**src/rtl/ecr_pkg.sv**
```systemverilog
package ecr_pkg;

  // Register indices as printed and their word-aligned byte addresses
  localparam int ECR_ADDR_W = 12;
  localparam logic [7:0] ECR_IDX_ENH_ONE = 8'he0;
  localparam logic [7:0] ECR_IDX_ENH_TWO = 8'he1;
  localparam logic [7:0] ECR_IDX_ENH_THREE = 8'he2;
  localparam logic [ECR_ADDR_W-1:0] ECR_ADDR_ENH_ONE = {2'h0, ECR_IDX_ENH_ONE, 2'h0};
  localparam logic [ECR_ADDR_W-1:0] ECR_ADDR_ENH_TWO = {2'h0, ECR_IDX_ENH_TWO, 2'h0};
  localparam logic [ECR_ADDR_W-1:0] ECR_ADDR_ENH_THREE = {2'h0, ECR_IDX_ENH_THREE, 2'h0};

  // Values after reset: every enhancement off
  localparam logic [7:0] ECR_RST_ENH_ONE = 8'h00;
  localparam logic [7:0] ECR_RST_ENH_TWO = 8'h00;
  localparam logic [7:0] ECR_RST_ENH_THREE = 8'h00;
  localparam logic [7:0] ECR_ENH_TWO_WMASK = 8'h1f;

  // Bit positions, first register
  localparam int ECR_B1_GLOBAL = 7;
  localparam int ECR_B1_SUSP_DLY = 6;
  localparam int ECR_B1_LCD_STRETCH = 5;
  localparam int ECR_B1_NARROW_CARD = 4;
  localparam int ECR_B1_CARD_CHANGE = 3;
  localparam int ECR_B1_CARD_SPACE = 2;
  localparam int ECR_B1_CARD_PRESENT = 1;
  localparam int ECR_B1_WIDE_DRAM = 0;
  // Bit positions, second register
  localparam int ECR_B2_DBUS_GATE = 4;
  localparam int ECR_B2_PSRAM_OE = 3;
  localparam int ECR_B2_ROM_DOZE = 2;
  localparam int ECR_B2_ATA = 1;
  localparam int ECR_B2_CARD_MASK = 0;
  // Bit positions, third register
  localparam int ECR_B3_GLOBAL = 7;
  localparam int ECR_B3_FAST_OFF = 6;
  localparam int ECR_B3_BAUD_PIN = 5;
  localparam int ECR_B3_ARB_RST = 4;
  localparam int ECR_B3_SOFT_SEQ = 3;
  localparam int ECR_B3_LOGIC_PWR = 2;
  localparam int ECR_B3_SIGNAL_EN = 1;
  localparam int ECR_B3_BIAS_PWR = 0;

  // Timing
  localparam int ECR_CLK_PERIOD_NS = 8;
  localparam int ECR_ATA_SAMPLE_NS = 55;
  localparam int ECR_ATA_SAMPLE_CYC = (ECR_ATA_SAMPLE_NS + ECR_CLK_PERIOD_NS - 1) / ECR_CLK_PERIOD_NS;
  localparam int ECR_SUSP_DELAY_CYC = 4;
  localparam int ECR_CNT_W = 4;
  localparam logic [2:0] ECR_PANEL_OFF_CODE = 3'h7;

  // Clock-stopped doze sequencer states
  typedef enum logic [2:0] {
    ECR_ST_RUN = 3'h1,
    ECR_ST_WAIT_ROM = 3'h2,
    ECR_ST_STOP = 3'h4
  } ecr_doze_e;

endpackage : ecr_pkg

```
**src/rtl/ecr_apb_regs.sv**
```systemverilog
`timescale 1ns/1ps
`default_nettype none
module ecr_apb_regs (
  // Clock and reset
  input wire logic clk,
  input wire logic rst,
  // APB slave
  input wire logic psel,
  input wire logic penable,
  input wire logic pwrite,
  input wire logic [ecr_pkg::ECR_ADDR_W-1:0] paddr,
  input wire logic [31:0] pwdata,
  output logic [31:0] prdata,
  output logic pready,
  output logic pslverr,
  // Stored register values
  output logic [7:0] enh_one_reg,
  output logic [7:0] enh_two_reg,
  output logic [7:0] enh_three_reg
);
  import ecr_pkg::*;

  logic hit_one;
  logic hit_two;
  logic hit_three;
  logic hit;
  logic commit;
  logic [7:0] rd_byte;

  // Address decode and read mux
  assign hit_one = (paddr == ECR_ADDR_ENH_ONE);
  assign hit_two = (paddr == ECR_ADDR_ENH_TWO);
  assign hit_three = (paddr == ECR_ADDR_ENH_THREE);
  assign hit = hit_one | hit_two | hit_three;
  assign commit = psel & penable & pready;
  assign rd_byte = hit_one ? enh_one_reg : hit_two ? enh_two_reg : hit_three ? enh_three_reg : 8'h00;

  // One wait state, then the answer with data and error flag
  always_ff @(posedge clk or posedge rst) begin
    if (rst) begin
      pready <= 1'b0;
      prdata <= 32'h0000_0000;
      pslverr <= 1'b0;
    end else begin
      pready <= psel & penable & ~pready;
      if (psel & penable & ~pready) begin
        prdata <= {24'h00_0000, rd_byte};
        pslverr <= ~hit;
      end
    end
  end

  // Register writes land on the completing edge
  always_ff @(posedge clk or posedge rst) begin
    if (rst) begin
      enh_one_reg <= ECR_RST_ENH_ONE;
      enh_two_reg <= ECR_RST_ENH_TWO;
      enh_three_reg <= ECR_RST_ENH_THREE;
    end else if (commit & pwrite) begin
      if (hit_one) enh_one_reg <= pwdata[7:0];
      if (hit_two) enh_two_reg <= pwdata[7:0] & ECR_ENH_TWO_WMASK;
      if (hit_three) enh_three_reg <= pwdata[7:0];
    end
  end
endmodule : ecr_apb_regs
`default_nettype wire

```
**src/rtl/ecr_top.sv**
```systemverilog
`timescale 1ns/1ps
`default_nettype none
module ecr_top #(
  parameter int SUSPEND_DELAY_CYC = ecr_pkg::ECR_SUSP_DELAY_CYC,
  parameter int ATA_SAMPLE_CYC = ecr_pkg::ECR_ATA_SAMPLE_CYC
) (
  // Clock and reset
  input wire logic clk,
  input wire logic rst,
  // APB register port
  input wire logic psel,
  input wire logic penable,
  input wire logic pwrite,
  input wire logic [ecr_pkg::ECR_ADDR_W-1:0] paddr,
  input wire logic [31:0] pwdata,
  output logic [31:0] prdata,
  output logic pready,
  output logic pslverr,
  // Power management state
  input wire logic pm_suspend_req,
  input wire logic pm_doze,
  input wire logic pm_sleep,
  input wire logic pm_suspend_state,
  input wire logic pm_off_state,
  input wire logic static_doze_mode,
  output logic suspend_enter,
  output logic cpu_clk_run,
  // Display memory cycle
  input wire logic lcd_cycle_done,
  output logic lcd_cycle_end,
  // Fix enables toward patched controllers
  output logic narrow_card_support,
  output logic card_change_fix,
  output logic card_space_fix,
  output logic card_present_fix,
  output logic wide_dram_fix,
  output logic psram_oe_fix,
  output logic ata_timing_relaxed,
  output logic card_mask_ctrl_en,
  output logic arbiter_reset_out,
  // Data bus inputs
  input wire logic [15:0] cpu_data_in,
  output logic [15:0] cpu_data_gated,
  // ROM selects
  input wire logic rom_req_0_n,
  input wire logic rom_req_1_n,
  output logic rom_select_0_n,
  output logic rom_select_1_n,
  // Card width sampling
  input wire logic card_cs_active,
  input wire logic card_io_width16,
  output logic card_io_width16_sampled,
  // General pin three
  input wire logic gpio_pin_three_mode_out,
  input wire logic gpio_pin_three_mode_oe,
  input wire logic baud_clock_out,
  output logic gpio_pin_three_out,
  output logic gpio_pin_three_oe,
  // Panel power
  input wire logic lcd_mode_delay_wr,
  input wire logic [2:0] lcd_mode_delay_val,
  input wire logic hw_logic_power,
  input wire logic hw_if_enable,
  input wire logic hw_bias_power,
  output logic panel_logic_power_out,
  output logic panel_logic_power_oe,
  output logic panel_bias_power_out,
  output logic panel_bias_power_oe,
  output logic panel_if_enable,
  output logic panel_hw_powerup_start
);
  import ecr_pkg::*;

  // Elaboration check on counter reach
  if (SUSPEND_DELAY_CYC < 1 || SUSPEND_DELAY_CYC >= (1 << ECR_CNT_W) ||
      ATA_SAMPLE_CYC < 1 || ATA_SAMPLE_CYC >= (1 << ECR_CNT_W)) begin : g_bad_param
    $error("ecr_top: delay counts out of counter range");
  end

  localparam logic [ECR_CNT_W-1:0] SUSP_LAST = ECR_CNT_W'(SUSPEND_DELAY_CYC);
  localparam logic [ECR_CNT_W-1:0] ATA_LAST = ECR_CNT_W'(ATA_SAMPLE_CYC);

  logic [7:0] enh_one_reg;
  logic [7:0] enh_two_reg;
  logic [7:0] enh_three_reg;
  logic glob;
  logic bank3;
  logic eff_susp;
  logic eff_stretch;
  logic eff_dbus;
  logic eff_rom;
  logic eff_ata;
  logic eff_fast;
  logic eff_baud;
  logic eff_soft;
  logic [ECR_CNT_W-1:0] susp_cnt_reg;
  logic lcd_stretch_reg;
  ecr_doze_e doze_reg;
  ecr_doze_e doze_next;
  logic doze_req;
  logic [ECR_CNT_W-1:0] cs_cnt_reg;
  logic [ECR_CNT_W-1:0] cs_sample_at;
  logic fast_off_reg;
  logic fast_off_next;
  logic delay_value_wr;

  // Register bank over APB
  ecr_apb_regs u_regs (
    .clk(clk),
    .rst(rst),
    .psel(psel),
    .penable(penable),
    .pwrite(pwrite),
    .paddr(paddr),
    .pwdata(pwdata),
    .prdata(prdata),
    .pready(pready),
    .pslverr(pslverr),
    .enh_one_reg(enh_one_reg),
    .enh_two_reg(enh_two_reg),
    .enh_three_reg(enh_three_reg)
  );

  // Effective enables: everything behind the first global bit
  assign glob = enh_one_reg[ECR_B1_GLOBAL];
  assign bank3 = glob & enh_three_reg[ECR_B3_GLOBAL];
  assign eff_susp = glob & enh_one_reg[ECR_B1_SUSP_DLY];
  assign eff_stretch = glob & enh_one_reg[ECR_B1_LCD_STRETCH];
  assign eff_dbus = glob & enh_two_reg[ECR_B2_DBUS_GATE];
  assign eff_rom = glob & enh_two_reg[ECR_B2_ROM_DOZE];
  assign eff_ata = glob & enh_two_reg[ECR_B2_ATA];
  assign eff_fast = bank3 & enh_three_reg[ECR_B3_FAST_OFF];
  assign eff_baud = bank3 & enh_three_reg[ECR_B3_BAUD_PIN];
  assign eff_soft = bank3 & enh_three_reg[ECR_B3_SOFT_SEQ];

  // Level enables handed to the patched controllers
  always_ff @(posedge clk or posedge rst) begin
    if (rst) begin
      narrow_card_support <= 1'b0;
      card_change_fix <= 1'b0;
      card_space_fix <= 1'b0;
      card_present_fix <= 1'b0;
      wide_dram_fix <= 1'b0;
      psram_oe_fix <= 1'b0;
      ata_timing_relaxed <= 1'b0;
      card_mask_ctrl_en <= 1'b0;
      arbiter_reset_out <= 1'b0;
    end else begin
      narrow_card_support <= glob & enh_one_reg[ECR_B1_NARROW_CARD];
      card_change_fix <= glob & enh_one_reg[ECR_B1_CARD_CHANGE];
      card_space_fix <= glob & enh_one_reg[ECR_B1_CARD_SPACE];
      card_present_fix <= glob & enh_one_reg[ECR_B1_CARD_PRESENT];
      wide_dram_fix <= glob & enh_one_reg[ECR_B1_WIDE_DRAM];
      psram_oe_fix <= glob & enh_two_reg[ECR_B2_PSRAM_OE];
      ata_timing_relaxed <= eff_ata;
      card_mask_ctrl_en <= glob & enh_two_reg[ECR_B2_CARD_MASK];
      arbiter_reset_out <= bank3 & enh_three_reg[ECR_B3_ARB_RST];
    end
  end

  // Suspend entry, optionally held off by a fixed count
  always_ff @(posedge clk or posedge rst) begin
    if (rst) begin
      susp_cnt_reg <= '0;
      suspend_enter <= 1'b0;
    end else begin
      if (!pm_suspend_req) begin
        susp_cnt_reg <= '0;
      end else if (susp_cnt_reg != SUSP_LAST) begin
        susp_cnt_reg <= susp_cnt_reg + 1'b1;
      end
      suspend_enter <= pm_suspend_req & (~eff_susp | (susp_cnt_reg == SUSP_LAST));
    end
  end

  // Display cycle end, one extra cycle when stretched
  always_ff @(posedge clk or posedge rst) begin
    if (rst) begin
      lcd_stretch_reg <= 1'b0;
      lcd_cycle_end <= 1'b0;
    end else begin
      lcd_stretch_reg <= lcd_cycle_done;
      lcd_cycle_end <= eff_stretch ? lcd_stretch_reg : lcd_cycle_done;
    end
  end

  // Clock-stopped doze: waits for idle ROM selects when that control is on
  assign doze_req = static_doze_mode & (pm_doze | pm_sleep);
  always_comb begin
    doze_next = doze_reg;
    case (doze_reg)
      ECR_ST_RUN: begin
        if (doze_req) begin
          if (eff_rom && !(rom_req_0_n && rom_req_1_n)) doze_next = ECR_ST_WAIT_ROM;
          else doze_next = ECR_ST_STOP;
        end
      end
      ECR_ST_WAIT_ROM: begin
        if (!doze_req) doze_next = ECR_ST_RUN;
        else if (!eff_rom || (rom_req_0_n && rom_req_1_n)) doze_next = ECR_ST_STOP;
      end
      ECR_ST_STOP: begin
        if (!doze_req) doze_next = ECR_ST_RUN;
      end
      default: doze_next = ECR_ST_RUN;
    endcase
  end

  // Doze state, clock run and ROM select outputs
  always_ff @(posedge clk or posedge rst) begin
    if (rst) begin
      doze_reg <= ECR_ST_RUN;
      cpu_clk_run <= 1'b1;
      rom_select_0_n <= 1'b1;
      rom_select_1_n <= 1'b1;
    end else begin
      doze_reg <= doze_next;
      cpu_clk_run <= (doze_next != ECR_ST_STOP);
      rom_select_0_n <= rom_req_0_n | (eff_rom & (doze_next == ECR_ST_STOP));
      rom_select_1_n <= rom_req_1_n | (eff_rom & (doze_next == ECR_ST_STOP));
    end
  end

  // Data bus input gating while the clock is stopped
  always_ff @(posedge clk or posedge rst) begin
    if (rst) begin
      cpu_data_gated <= 16'h0000;
    end else if (eff_dbus && doze_next == ECR_ST_STOP) begin
      cpu_data_gated <= 16'h0000;
    end else begin
      cpu_data_gated <= cpu_data_in;
    end
  end

  // Card width sample point counted from card select
  assign cs_sample_at = eff_ata ? ATA_LAST - 1'b1 : '0;
  always_ff @(posedge clk or posedge rst) begin
    if (rst) begin
      cs_cnt_reg <= '0;
      card_io_width16_sampled <= 1'b0;
    end else begin
      if (!card_cs_active) begin
        cs_cnt_reg <= '0;
      end else if (cs_cnt_reg != ATA_LAST) begin
        cs_cnt_reg <= cs_cnt_reg + 1'b1;
      end
      if (card_cs_active && cs_cnt_reg == cs_sample_at) begin
        card_io_width16_sampled <= card_io_width16;
      end
    end
  end

  // General pin three: baud clock override, floated in suspend and off
  always_ff @(posedge clk or posedge rst) begin
    if (rst) begin
      gpio_pin_three_out <= 1'b0;
      gpio_pin_three_oe <= 1'b0;
    end else if (pm_suspend_state || pm_off_state) begin
      gpio_pin_three_out <= 1'b0;
      gpio_pin_three_oe <= 1'b0;
    end else if (eff_baud) begin
      gpio_pin_three_out <= baud_clock_out;
      gpio_pin_three_oe <= 1'b1;
    end else begin
      gpio_pin_three_out <= gpio_pin_three_mode_out;
      gpio_pin_three_oe <= gpio_pin_three_mode_oe;
    end
  end

  // Fast panel off: code 111 drops power, another value restarts hardware
  assign delay_value_wr = lcd_mode_delay_wr & (lcd_mode_delay_val != ECR_PANEL_OFF_CODE);
  always_comb begin
    fast_off_next = fast_off_reg;
    if (!eff_fast || eff_soft) begin
      fast_off_next = 1'b0;
    end else if (lcd_mode_delay_wr) begin
      fast_off_next = (lcd_mode_delay_val == ECR_PANEL_OFF_CODE);
    end
  end

  // Fast off state and hardware power-up trigger
  always_ff @(posedge clk or posedge rst) begin
    if (rst) begin
      fast_off_reg <= 1'b0;
      panel_hw_powerup_start <= 1'b0;
    end else begin
      fast_off_reg <= fast_off_next;
      panel_hw_powerup_start <= fast_off_reg & eff_fast & ~eff_soft & delay_value_wr;
    end
  end

  // Panel power pins: software bits, forced off, or hardware sequencer
  always_ff @(posedge clk or posedge rst) begin
    if (rst) begin
      panel_logic_power_out <= 1'b0;
      panel_logic_power_oe <= 1'b0;
      panel_bias_power_out <= 1'b0;
      panel_bias_power_oe <= 1'b0;
      panel_if_enable <= 1'b0;
    end else if (eff_soft) begin
      panel_logic_power_out <= enh_three_reg[ECR_B3_LOGIC_PWR];
      panel_logic_power_oe <= enh_three_reg[ECR_B3_LOGIC_PWR];
      panel_if_enable <= enh_three_reg[ECR_B3_SIGNAL_EN];
      panel_bias_power_out <= enh_three_reg[ECR_B3_BIAS_PWR];
      panel_bias_power_oe <= enh_three_reg[ECR_B3_BIAS_PWR];
    end else if (fast_off_next) begin
      panel_logic_power_out <= 1'b0;
      panel_logic_power_oe <= 1'b0;
      panel_if_enable <= 1'b0;
      panel_bias_power_out <= 1'b0;
      panel_bias_power_oe <= 1'b0;
    end else begin
      panel_logic_power_out <= hw_logic_power;
      panel_logic_power_oe <= hw_logic_power;
      panel_if_enable <= hw_if_enable;
      panel_bias_power_out <= hw_bias_power;
      panel_bias_power_oe <= hw_bias_power;
    end
  end
endmodule : ecr_top
`default_nettype wire

```
**config.mk**
```make
export PLATFORM = sky130hd
export DESIGN_NAME = ecr_top
export DESIGN_NICKNAME = d
export VERILOG_FILES = /design/src/rtl/ecr_pkg.sv /design/src/rtl/ecr_apb_regs.sv /design/src/rtl/ecr_top.sv
export SDC_FILE = /design/constraint.sdc
export NUM_CORES = 1
export LEC_CHECK = 0
export BUFFER_PORTS_ARGS = -buffer_cell sky130_fd_sc_hd__buf_2
export CAP_MARGIN = 20
export CELL_PAD_IN_SITES_DETAIL_PLACEMENT = 1
export CELL_PAD_IN_SITES_GLOBAL_PLACEMENT = 2
export CORE_ASPECT_RATIO = 1.5
export CORE_UTILIZATION = 28
export DETAILED_ROUTE_END_ITERATION = 10
export GPL_TIMING_DRIVEN = 0
export PLACE_DENSITY_LB_ADDON = 0.1
export SYNTH_ARGS = -nofsm -noshare
export SYNTH_HDL_FRONTEND = slang
export SYNTH_SLANG_ARGS = --single-unit
export TNS_END_PERCENT = 100
```
**constraint.sdc**
```tcl
create_clock -name clk -period 3.3 [get_ports clk]
set_clock_uncertainty 0.05 [all_clocks]
set_input_delay 0.66 -clock clk [delete_from_list [all_inputs] [get_ports clk]]
set_output_delay 0.66 -clock clk [all_outputs]
set_load 0.01 [all_outputs]
```
Yosys cells after proc, flatten, opt, wreduce, memory -nomap -nowiden
Index checks and enable logic that the tools add are counted.
{ "totals": {"regBits": 81, "in_bits": 86, "output_inout_bits": 73, "elab_cells": 130} }
{ "op_classes": {"n_addsub": 2, "n_eq_ne": 16, "n_mux": 28, "n_bitwise": 38, "reduce_logical": 13} }
{ "ops": {"columns": ["operator", "n"], "rows": [
  ["equality test 12 x 10 -> 1 bit, second input constant", 3],
  ["AND 1 bit", 28],
  ["two-way mux 8 bit", 3],
  ["two-way mux 3 bit", 6],
  ["two-way mux 16 bit", 1],
  ["two-way mux 4 bit", 4],
  ["two-way mux 1 bit", 13],
  ["equality test 3 bit, second input constant", 3],
  ["one-hot mux 3 bit (3 select lines)", 1],
  ["adder 4 x 1 -> 4 bit, second input constant", 2],
  ["!= test 4 x 3 -> 1 bit, second input constant", 2],
  ["!= test 3 bit, second input constant", 2],
  ["OR 1 bit", 6],
  ["AND reduction 2 bit", 3],
  ["equality test 4 x 3 -> 1 bit", 1],
  ["equality test 4 x 3 -> 1 bit, second input constant", 1],
  ["logical AND 1 bit", 4],
  ["!= test 2 x 1 -> 1 bit, second input constant", 2],
  ["NOT 1 bit", 4],
  ["equality test 3 x 1 -> 1 bit, second input constant", 1],
  ["equality test 3 x 2 -> 1 bit, second input constant", 1],
  ["zero test 1 bit", 3],
  ["logical OR 1 bit", 3]
]} }

Logic depth before layout (Yosys ltp)
Gate-level depths: netlist of the first run.
{ "logic_depth": {"ltp_word": 9, "mapped_depth": 6, "mapped_depth_nobuf": 6} }

By module
Synthesis of the first run repeated with hierarchy kept, for this count alone.
{ "hier_totals": {"cells_unflattened": 313, "hier_area_um2": 3666.0} }
{ "modules_own_cells": {"columns": ["mod", "instances", "cells_each", "area_per_inst_um2", "seq_area_each_um2"], "rows": [
  ["ecr_top", 1, 169, 2020.7, 1256.2],
  ["ecr_apb_regs", 1, 144, 1645.3, 775.7]
]} }

Worst setup path before layout of the first run
OpenSTA, ideal clock, no wires.
{ "synth_timing": {"path_type": "input to register", "start": "input port paddr[5] (netlist name)", "end": "register u_regs.enh_one_reg[0]", "setup_ns": 0.125, "arrival_time_ns": 1.716, "required_ns": 3.125, "setup_slack_ns": 1.409, "path_stages": 4, "path_buffers": 1, "cell_sequence": "nor4b_4 and4_2 buf_4 mux2_2"} }
{ "synth_via": {"elab_chain_cells": 2} }
{ "synth_rtl": {"columns": ["element", "line", "source"], "rows": [
  ["start: declaration", "ecr_top.sv:14", "input wire logic [ecr_pkg::ECR_ADDR_W-1:0] paddr,"],
  ["equality test 12 x 10 -> 1 bit", "ecr_apb_regs.sv:31", "assign hit_one = (paddr == ECR_ADDR_ENH_ONE);"],
  ["AND reduction 2 bit (no source line)", null, null],
  ["end signal: assignment", "ecr_apb_regs.sv:60", "if (hit_one) enh_one_reg <= pwdata[7:0];"],
  ["end: declaration", "ecr_apb_regs.sv:17", "output logic [7:0] enh_one_reg,"]
]} }
No other way between the ends.
A chain may end at the register's enable or synchronous reset.

Final worst setup path of the first run
{ "layout_timing": {"start": "input port paddr[5] (netlist name)", "end": "register u_regs.enh_one_reg[1]"} }
Same word-level chain as after synthesis.

==> flow_metrics.py, run 1 <==
metrics = {
    "status": {
        "status": "completed",
    },
    "setup_path": {
        "setup.worst_path.start_class": "input pin",
        "reg2reg_setup_slack_ns": 1.56,
        "end_kind": "flop",
        "arrival_ns": 2.02,
        "path_max_fanout": 10,
        "worst-setup-path-type": "input pin to flop",
        "r2r_start": "doze_reg[0]",
        "ff2ff_path_depth": 5,
        "required_ns": 3.46,
        "r2r-end": "cpu_data_gated[9]",
    },
    "grt": {
        "grt_use_total_pct": 14.35,
        "grt_max_degree": 57,
        "overflow": 0,
        "grt_pass1_vias": 2981,
        "grt_first_pass_wirelength_mm": 14.41,
        "antenna_found_initial": 0,
    },
    "timing": {
        "setup_viol": 0,
        "finalCritPeriodShare_pct": 56.32,
        "rsz0062_at_grt": "no",
        "drv_slew": 0,
        "fin_setup_tns_ns": 0,
        "fin_crit_ns": 1.859,
        "fmax_mhz": 538.0,
        "finalHoldViolCount": 0,
    },
    "synth": {
        "synth_flop_cell": "dfrtp_1",
        "yosysWarnings": 0,
        "synth_edf_count": 0,
        "ys_ff_latch": 81,
        "netlist_area_um2": 3531,
        "ys_types": 46,
        "synthCells": 299,
        "syn_avg_cell_area_um2": 11.81,
        "ys_seq_area_share_pct": 57.55,
        "synthArstFlopShare_pct": 100.0,
    },
    "die": {
        "fp-row-count": 49,
        "dieWidth_um": 93.69,
        "core_area_um2": 12140,
        "dieArea_um2": 13070,
        "pin_count": 159,
        "dieHeight_um": 139.5,
        "start_util_pct": 29.09,
    },
    "power": {
        "powerDensity_nw_per_um2": 492.9,
        "cellLeakagePower_nw": 2.428,
        "ir_drop_mv": 0.2426,
    },
    "clock_network": {
        "htree_levels": 3,
        "clock_latency_ns": 0.33,
        "cts_tree": "done",
        "hold_buffers": 0,
        "path_clk_slew_ns": 0.06,
        "post-cts-setup-buffers": 0,
        "cts_resized": 0,
        "cts_made_buffers": 9,
        "cts_sinks": 81,
        "root_buffer": "clkbuf_16",
        "clk_path_buf_depth": 2,
    },
    "detailed_routing": {
        "remaining_drc_errors": 0,
        "wl_met2_mm": 4.790,
        "drt-total-wl_mm": 8.738,
        "vias": 2659,
        "first_pass_iters": 4,
        "avgRoutedWirePerCell_um": 14.51,
        "ant_nets": 0,
        "route.met3.wl_um": 555,
        "wl_met1_mm": 3.295,
        "drt_iter0_drc": 68,
        "via_per_inst": 4.417,
        "topRoutingLayerUsed": "met4",
    },
    "place": {
        "gp_congestion": 0.6923,
        "dp_hpwl_mm": 6.836,
        "portBuffers": 110,
        "dp_cells": 586,
    },
    "final_layout": {
        "drive_gt1_share_pct": 42.54,
        "fin_nets": 533,
        "final_cells": 602,
        "area_growth_pct": 33.03,
        "top_register": "cpu_data_gated",
        "register_area_um2": 2032,
        "num-fill-cells": 1411,
        "fin_util_pct": 38.69,
        "antenna_cells": 0,
        "multi_input_area_um2": 1314,
        "largest_reg_flops": 16,
    },
    "min_path": {
        "hp-class": "input pin to asynchronous set/reset pin",
    },
    "flow_run": {
        "maxCapViolCount": 0,
    },
}
==> stage by stage <==
stage	hold WS, ns	cell area (µm²)	setup slack, ns	total power, mW
after global routing	0.2733	4697	1.362	2.437
final	0.2522	4697	1.441	2.315
after global placement	0.4147	4359	-0.6331	1.312
after detailed placement	0.4120	4389	1.093	1.324
after floorplan	0.3868	3617	0.5165	1.213
after CTS	0.2613	4697	1.453	2.353
==> worst max-delay path, stage by stage <==
cell and delay [ns]:
buf_2 0.11, nor4b_4 0.38, and4_2 0.31, buf_4 0.20, mux2_2 0.35
==> cell families after synthesis <==
group,after synthesis,share of synthesized area (%)
flip-flops,81,57.55
adder cells (fa/ha/maj),3,1.063
multiplexers,23,8.080
AO/OA/AOI/OAI,51,8.646
buffers and inverters,43,7.689
other,1,0.1062
XOR/XNOR,3,0.7443
AND/OR/NAND/NOR,94,16.12
==> per-layer routing <==
layer  global-route usage, %  vias up
met5                       0        -
met1                   15.63     1296
met4                   4.858        0
met3                   4.262        8
li1                        -     1275
met2                   25.93       80
==> cells in the final DEF, fill, tap and decap left out, drive strengths merged, types with 5 or more instances in the layout <==
cell and count:
a21oi 17, and2 26, and3 7, buf 140, clkbuf 15, conb 24
dfrtp 77, inv 10, mux2 20, nand2 18, nand3 11, nor2 7
nor2b 5, nor3 6, o21ai 17, o22ai 5
==> synth_stat cells (2+ instances only) <==
master	count	area [µm²]
and2_1	26	162.7
nand3_1	10	50.05
buf_4	27	202.7
nor3b_1	2	15.01
xnor2_1	2	17.52
mux2_4	8	120.1
o21ai_0	17	85.08
o211ai_1	2	15.01
mux2_2	12	135.1
dfstp_2	4	105.1
nor2_1	7	26.28
mux2i_1	3	30.03
and4_2	2	20.02
nand3b_1	3	22.52
dfrtp_1	77	1927
and3_2	3	22.52
nor3_1	6	30.03
ha_1	3	37.54
and3_1	4	25.02
inv_1	10	37.54
o22ai_1	5	31.28
o21bai_1	2	15.01
clkbuf_1	3	11.26
a21oi_1	17	85.08
nand2_1	17	63.81
nor2b_1	5	31.28
a31oi_1	3	18.77
==> where the power goes <==
group          total [mW]  internal [mW]  switching [mW]
clock network        1.01          0.627           0.386
registers            1.06           1.04          0.0247
logic               0.239          0.112           0.127
total                2.31           1.78           0.537
==> worst max path at each step <==
| stage | startpoint | endpoint | slack [ns] | depth (start not counted) |
|---|---|---|---|---|
| global route | paddr[1] | u_regs.enh_one_reg[3] | 1.36 | 5 |
| detailed placement | paddr[1] | u_regs.enh_one_reg[1] | 1.09 | 5 |
| global placement | rst | card_present_fix | -0.63 | 2 |
| CTS | paddr[1] | u_regs.enh_one_reg[1] | 1.45 | 5 |
| floorplan | rst | arbiter_reset_out | 0.52 | 1 |
| finish | paddr[5] | u_regs.enh_one_reg[1] | 1.44 | 5 |
==> cell type report <==
cell class	instances	area share, %
Sequential cell	81	43.26
Clock inverter	4	1.092
Inverter	11	0.9323
Clock buffer	12	5.461
Buffer	32	4.901
Tap cell	153	4.076
Multi-Input combinational cell	198	27.97
Timing Repair Buffer	111	12.31
(Power assumes the default switching activity.)
==> inputs of run 2 (changes only) <==
--- a/config.mk
+++ b/config.mk
@@ -10,7 +10,7 @@
 export CELL_PAD_IN_SITES_DETAIL_PLACEMENT = 1
 export CELL_PAD_IN_SITES_GLOBAL_PLACEMENT = 2
 export CORE_ASPECT_RATIO = 1.5
-export CORE_UTILIZATION = 28
+export CORE_UTILIZATION = 26
 export DETAILED_ROUTE_END_ITERATION = 10
 export GPL_TIMING_DRIVEN = 0
 export PLACE_DENSITY_LB_ADDON = 0.1
==> constraint.sdc (replaced) <==
create_clock -name clk -period 1.7 [get_ports clk]
set_clock_uncertainty 0.05 [all_clocks]
set_input_delay 0.34 -clock clk [delete_from_list [all_inputs] [get_ports clk]]
set_output_delay 0.34 -clock clk [all_outputs]
set_load 0.01 [all_outputs]
==> run 2 against run 1 <==
The flow now finishes with violations (negative hold slack); global-route usage is 1.3 points lower; power is 110% higher; worst hold slack got worse by 0.25 ns; final area up 2.1%; sequential share of layout area shrank 0.89 points; critical path depth is the same; clock power increased by 120%; first-iteration DRC count shrank 26%; flip-flop and latch count stayed put; cell count rose by 1.5%; core utilization decreased by 2.2 points; combinational power up 96%; critical path type is now flop to flop; largest cell class unchanged; largest power group is now the clock network.
==> flow_metrics.py, run 2 (synthesis results as in run 1) <==
metrics = {
    "clock_network": {
        "hold_buffers": 0,
        "htree_levels": 3,
        "clock_latency_ns": 0.34,
        "root_buffer": "clkbuf_16",
        "clk_path_buf_depth": 2,
        "cts_sinks": 81,
        "cts_tree": "done",
        "path_clk_slew_ns": 0.06,
        "cts_made_buffers": 9,
    },
    "timing": {
        "drv_slew": 0,
        "fin_crit_ns": 1.647,
        "finalCritPeriodShare_pct": 96.86,
        "fmax_mhz": 607.3,
        "finalHoldViolCount": 12,
        "slew_headroom_pct": 64.72,
        "timing.hold.ws_ns": -0.001519,
        "setup_viol": 0,
        "rsz0062_at_grt": "yes",
        "worstMarginPinSlew_ns": 0.5282,
    },
    "min_path": {
        "hp-class": "input pin to asynchronous set/reset pin",
    },
    "setup_path": {
        "r2r-end": "cpu_data_gated[15]",
        "critPathCapture": "cpu_data_gated[15]",
        "crit_chain": "xnor2_2, a311oi_2, o2111ai_2, buf_4, and2_1",
        "path_max_fanout": 5,
        "ff2ff_path_depth": 5,
        "cp_slowest_cell": "dfstp_2",
        "worst-path-stages": 5,
        "cp_slowest_stage_delay_ns": 0.55,
        "critPathLaunch": "doze_reg[0]",
        "r2r_start": "doze_reg[0]",
        "end_kind": "flop",
        "arrival_ns": 1.82,
        "crit_buf_inv": 1,
        "worst-setup-path-type": "flop to flop",
        "required_ns": 1.87,
        "reg2reg_setup_slack_ns": 0.05,
        "cpLargestDelayFamily": "flip-flops",
        "setup.worst_path.start_class": "flop",
    },
    "power": {
        "powerDensity_nw_per_um2": 993.6,
        "ir_drop_mv": 0.5584,
        "cellLeakagePower_nw": 2.482,
    },
    "final_layout": {
        "final_cells": 611,
        "area_growth_pct": 35.83,
        "num-fill-cells": 1495,
        "fin_nets": 536,
        "top_register": "cpu_data_gated",
        "final_cell_mix": "buf_2, dfrtp_1, buf_4",
        "antenna_cells": 0,
        "multi_input_area_um2": 1328,
        "register_area_um2": 2032,
        "largest_reg_flops": 16,
        "mostFrequentLayoutCell": "buf_2",
        "design_area_um2": 4796,
        "drive_gt1_share_pct": 44.25,
    },
    "die": {
        "dieArea_um2": 14060,
        "dieHeight_um": 144.7,
        "dieWidth_um": 97.15,
        "pin_count": 159,
        "core_area_um2": 13150,
        "fp-row-count": 51,
        "start_util_pct": 26.86,
    },
    "status": {
        "violations": "negative hold slack",
        "status": "complete, but fails checks",
    },
    "place": {
        "dp_cells": 593,
        "gp_congestion": 0.6755,
        "portBuffers": 110,
        "place_area_um2": 4410,
        "dp_hpwl_mm": 6.729,
    },
    "grt": {
        "grt_first_pass_wirelength_mm": 14.03,
        "grt_pass1_vias": 2744,
        "grt_max_degree": 34,
        "grt_use_total_pct": 13.07,
        "antenna_found_initial": 0,
        "overflow": 0,
    },
    "detailed_routing": {
        "avgRoutedWirePerCell_um": 14.29,
        "first_pass_iters": 4,
        "via_per_inst": 4.349,
        "remaining_drc_errors": 0,
        "ant_nets": 0,
        "drt-total-wl_mm": 8.729,
        "drt_iter0_drc": 50,
        "vias": 2657,
    },
    "flow_run": {
        "maxCapViolCount": 0,
    },
}
run 2: cell count changes in the layout (fill, tap and decap cells not counted), sizes merged:
cell    previous run  this run
buf              140       144
clkinv             3         4
clkbuf            15        12
inv               10         9
bufinv             1         3
run 2: per-layer routing:
| metal | up-vias | track usage [%] | wire, µm | part of all wire [%] |
|---|---|---|---|---|
| li1 | 1279 | - | - | - |
| met1 | 1296 | 14.46 | 3289 | 38 |
| met2 | 75 | 23.02 | 4803 | 55 |
| met3 | 7 | 4.659 | 509 | 5.8 |
| met4 | 0 | 4.949 | 126 | 1.4 |
| met5 | - | 0 | 0 | 0 |
run 2: layout make-up:
class                   count  share of cell area [%]
flip-flops and latches     81                   42.37
multi-input cells         198                   27.68
repair buffers            114                   12.63
plain buffers              32                   5.035
clock buffers              10                   4.983
well taps                 159                   4.148
clock inverters             6                   2.191
inverters                  11                  0.9653
run 2: how the worst min path moves through the flow:
stage / start / cells after the start / slack (ns) / endpoint
final: rst / 2 / -0.002 / cpu_data_gated[3]
after global routing: rst / 2 / 0.02 / cpu_data_gated[15]
after CTS: rst / 2 / 0.009 / cpu_data_gated[12]
after global placement: lcd_cycle_done / 1 / 0.41 / lcd_stretch_reg
after detailed placement: rst / 2 / 0.38 / doze_reg[1]
after floorplan: lcd_cycle_done / 0 / 0.32 / lcd_stretch_reg
run 2: repair_timing:
action | 4_1_cts | 5_1_grt
endpoints found under the setup margin | 18 | 14
pin swaps | 3 | 2
gates resized for setup | 3 | 7
gates cloned | 0 | 0
setup buffers | 2 | 0
run 2: power breakdown:
group          internal (mW)  leakage, nW  switching [mW]
logic                  0.223         1.28           0.246
clock network           1.47        0.172           0.766
registers               2.01         1.03          0.0486
total                   3.70         2.48            1.06
run 2: per-stage QoR:
stage / hold WS, ns / worst slack [ns] / power (mW) / util [%] / TNS (ns)
2_1_floorplan: 0.3214 / 0.1290 / 2.355 / - / 0
3_3_place_gp: 0.4140 / -0.3075 / 2.551 / 33.25 / -27.62
3_5_place_dp: 0.3759 / -0.2622 / 2.573 / 33.55 / -4.638
4_1_cts: 0.009081 / 0.02944 / 4.848 / 36.32 / 0
5_1_grt: 0.01923 / -0.006332 / 4.998 / 36.48 / -0.02490
6_report: -0.001519 / 0.05336 / 4.765 / 36.48 / 0
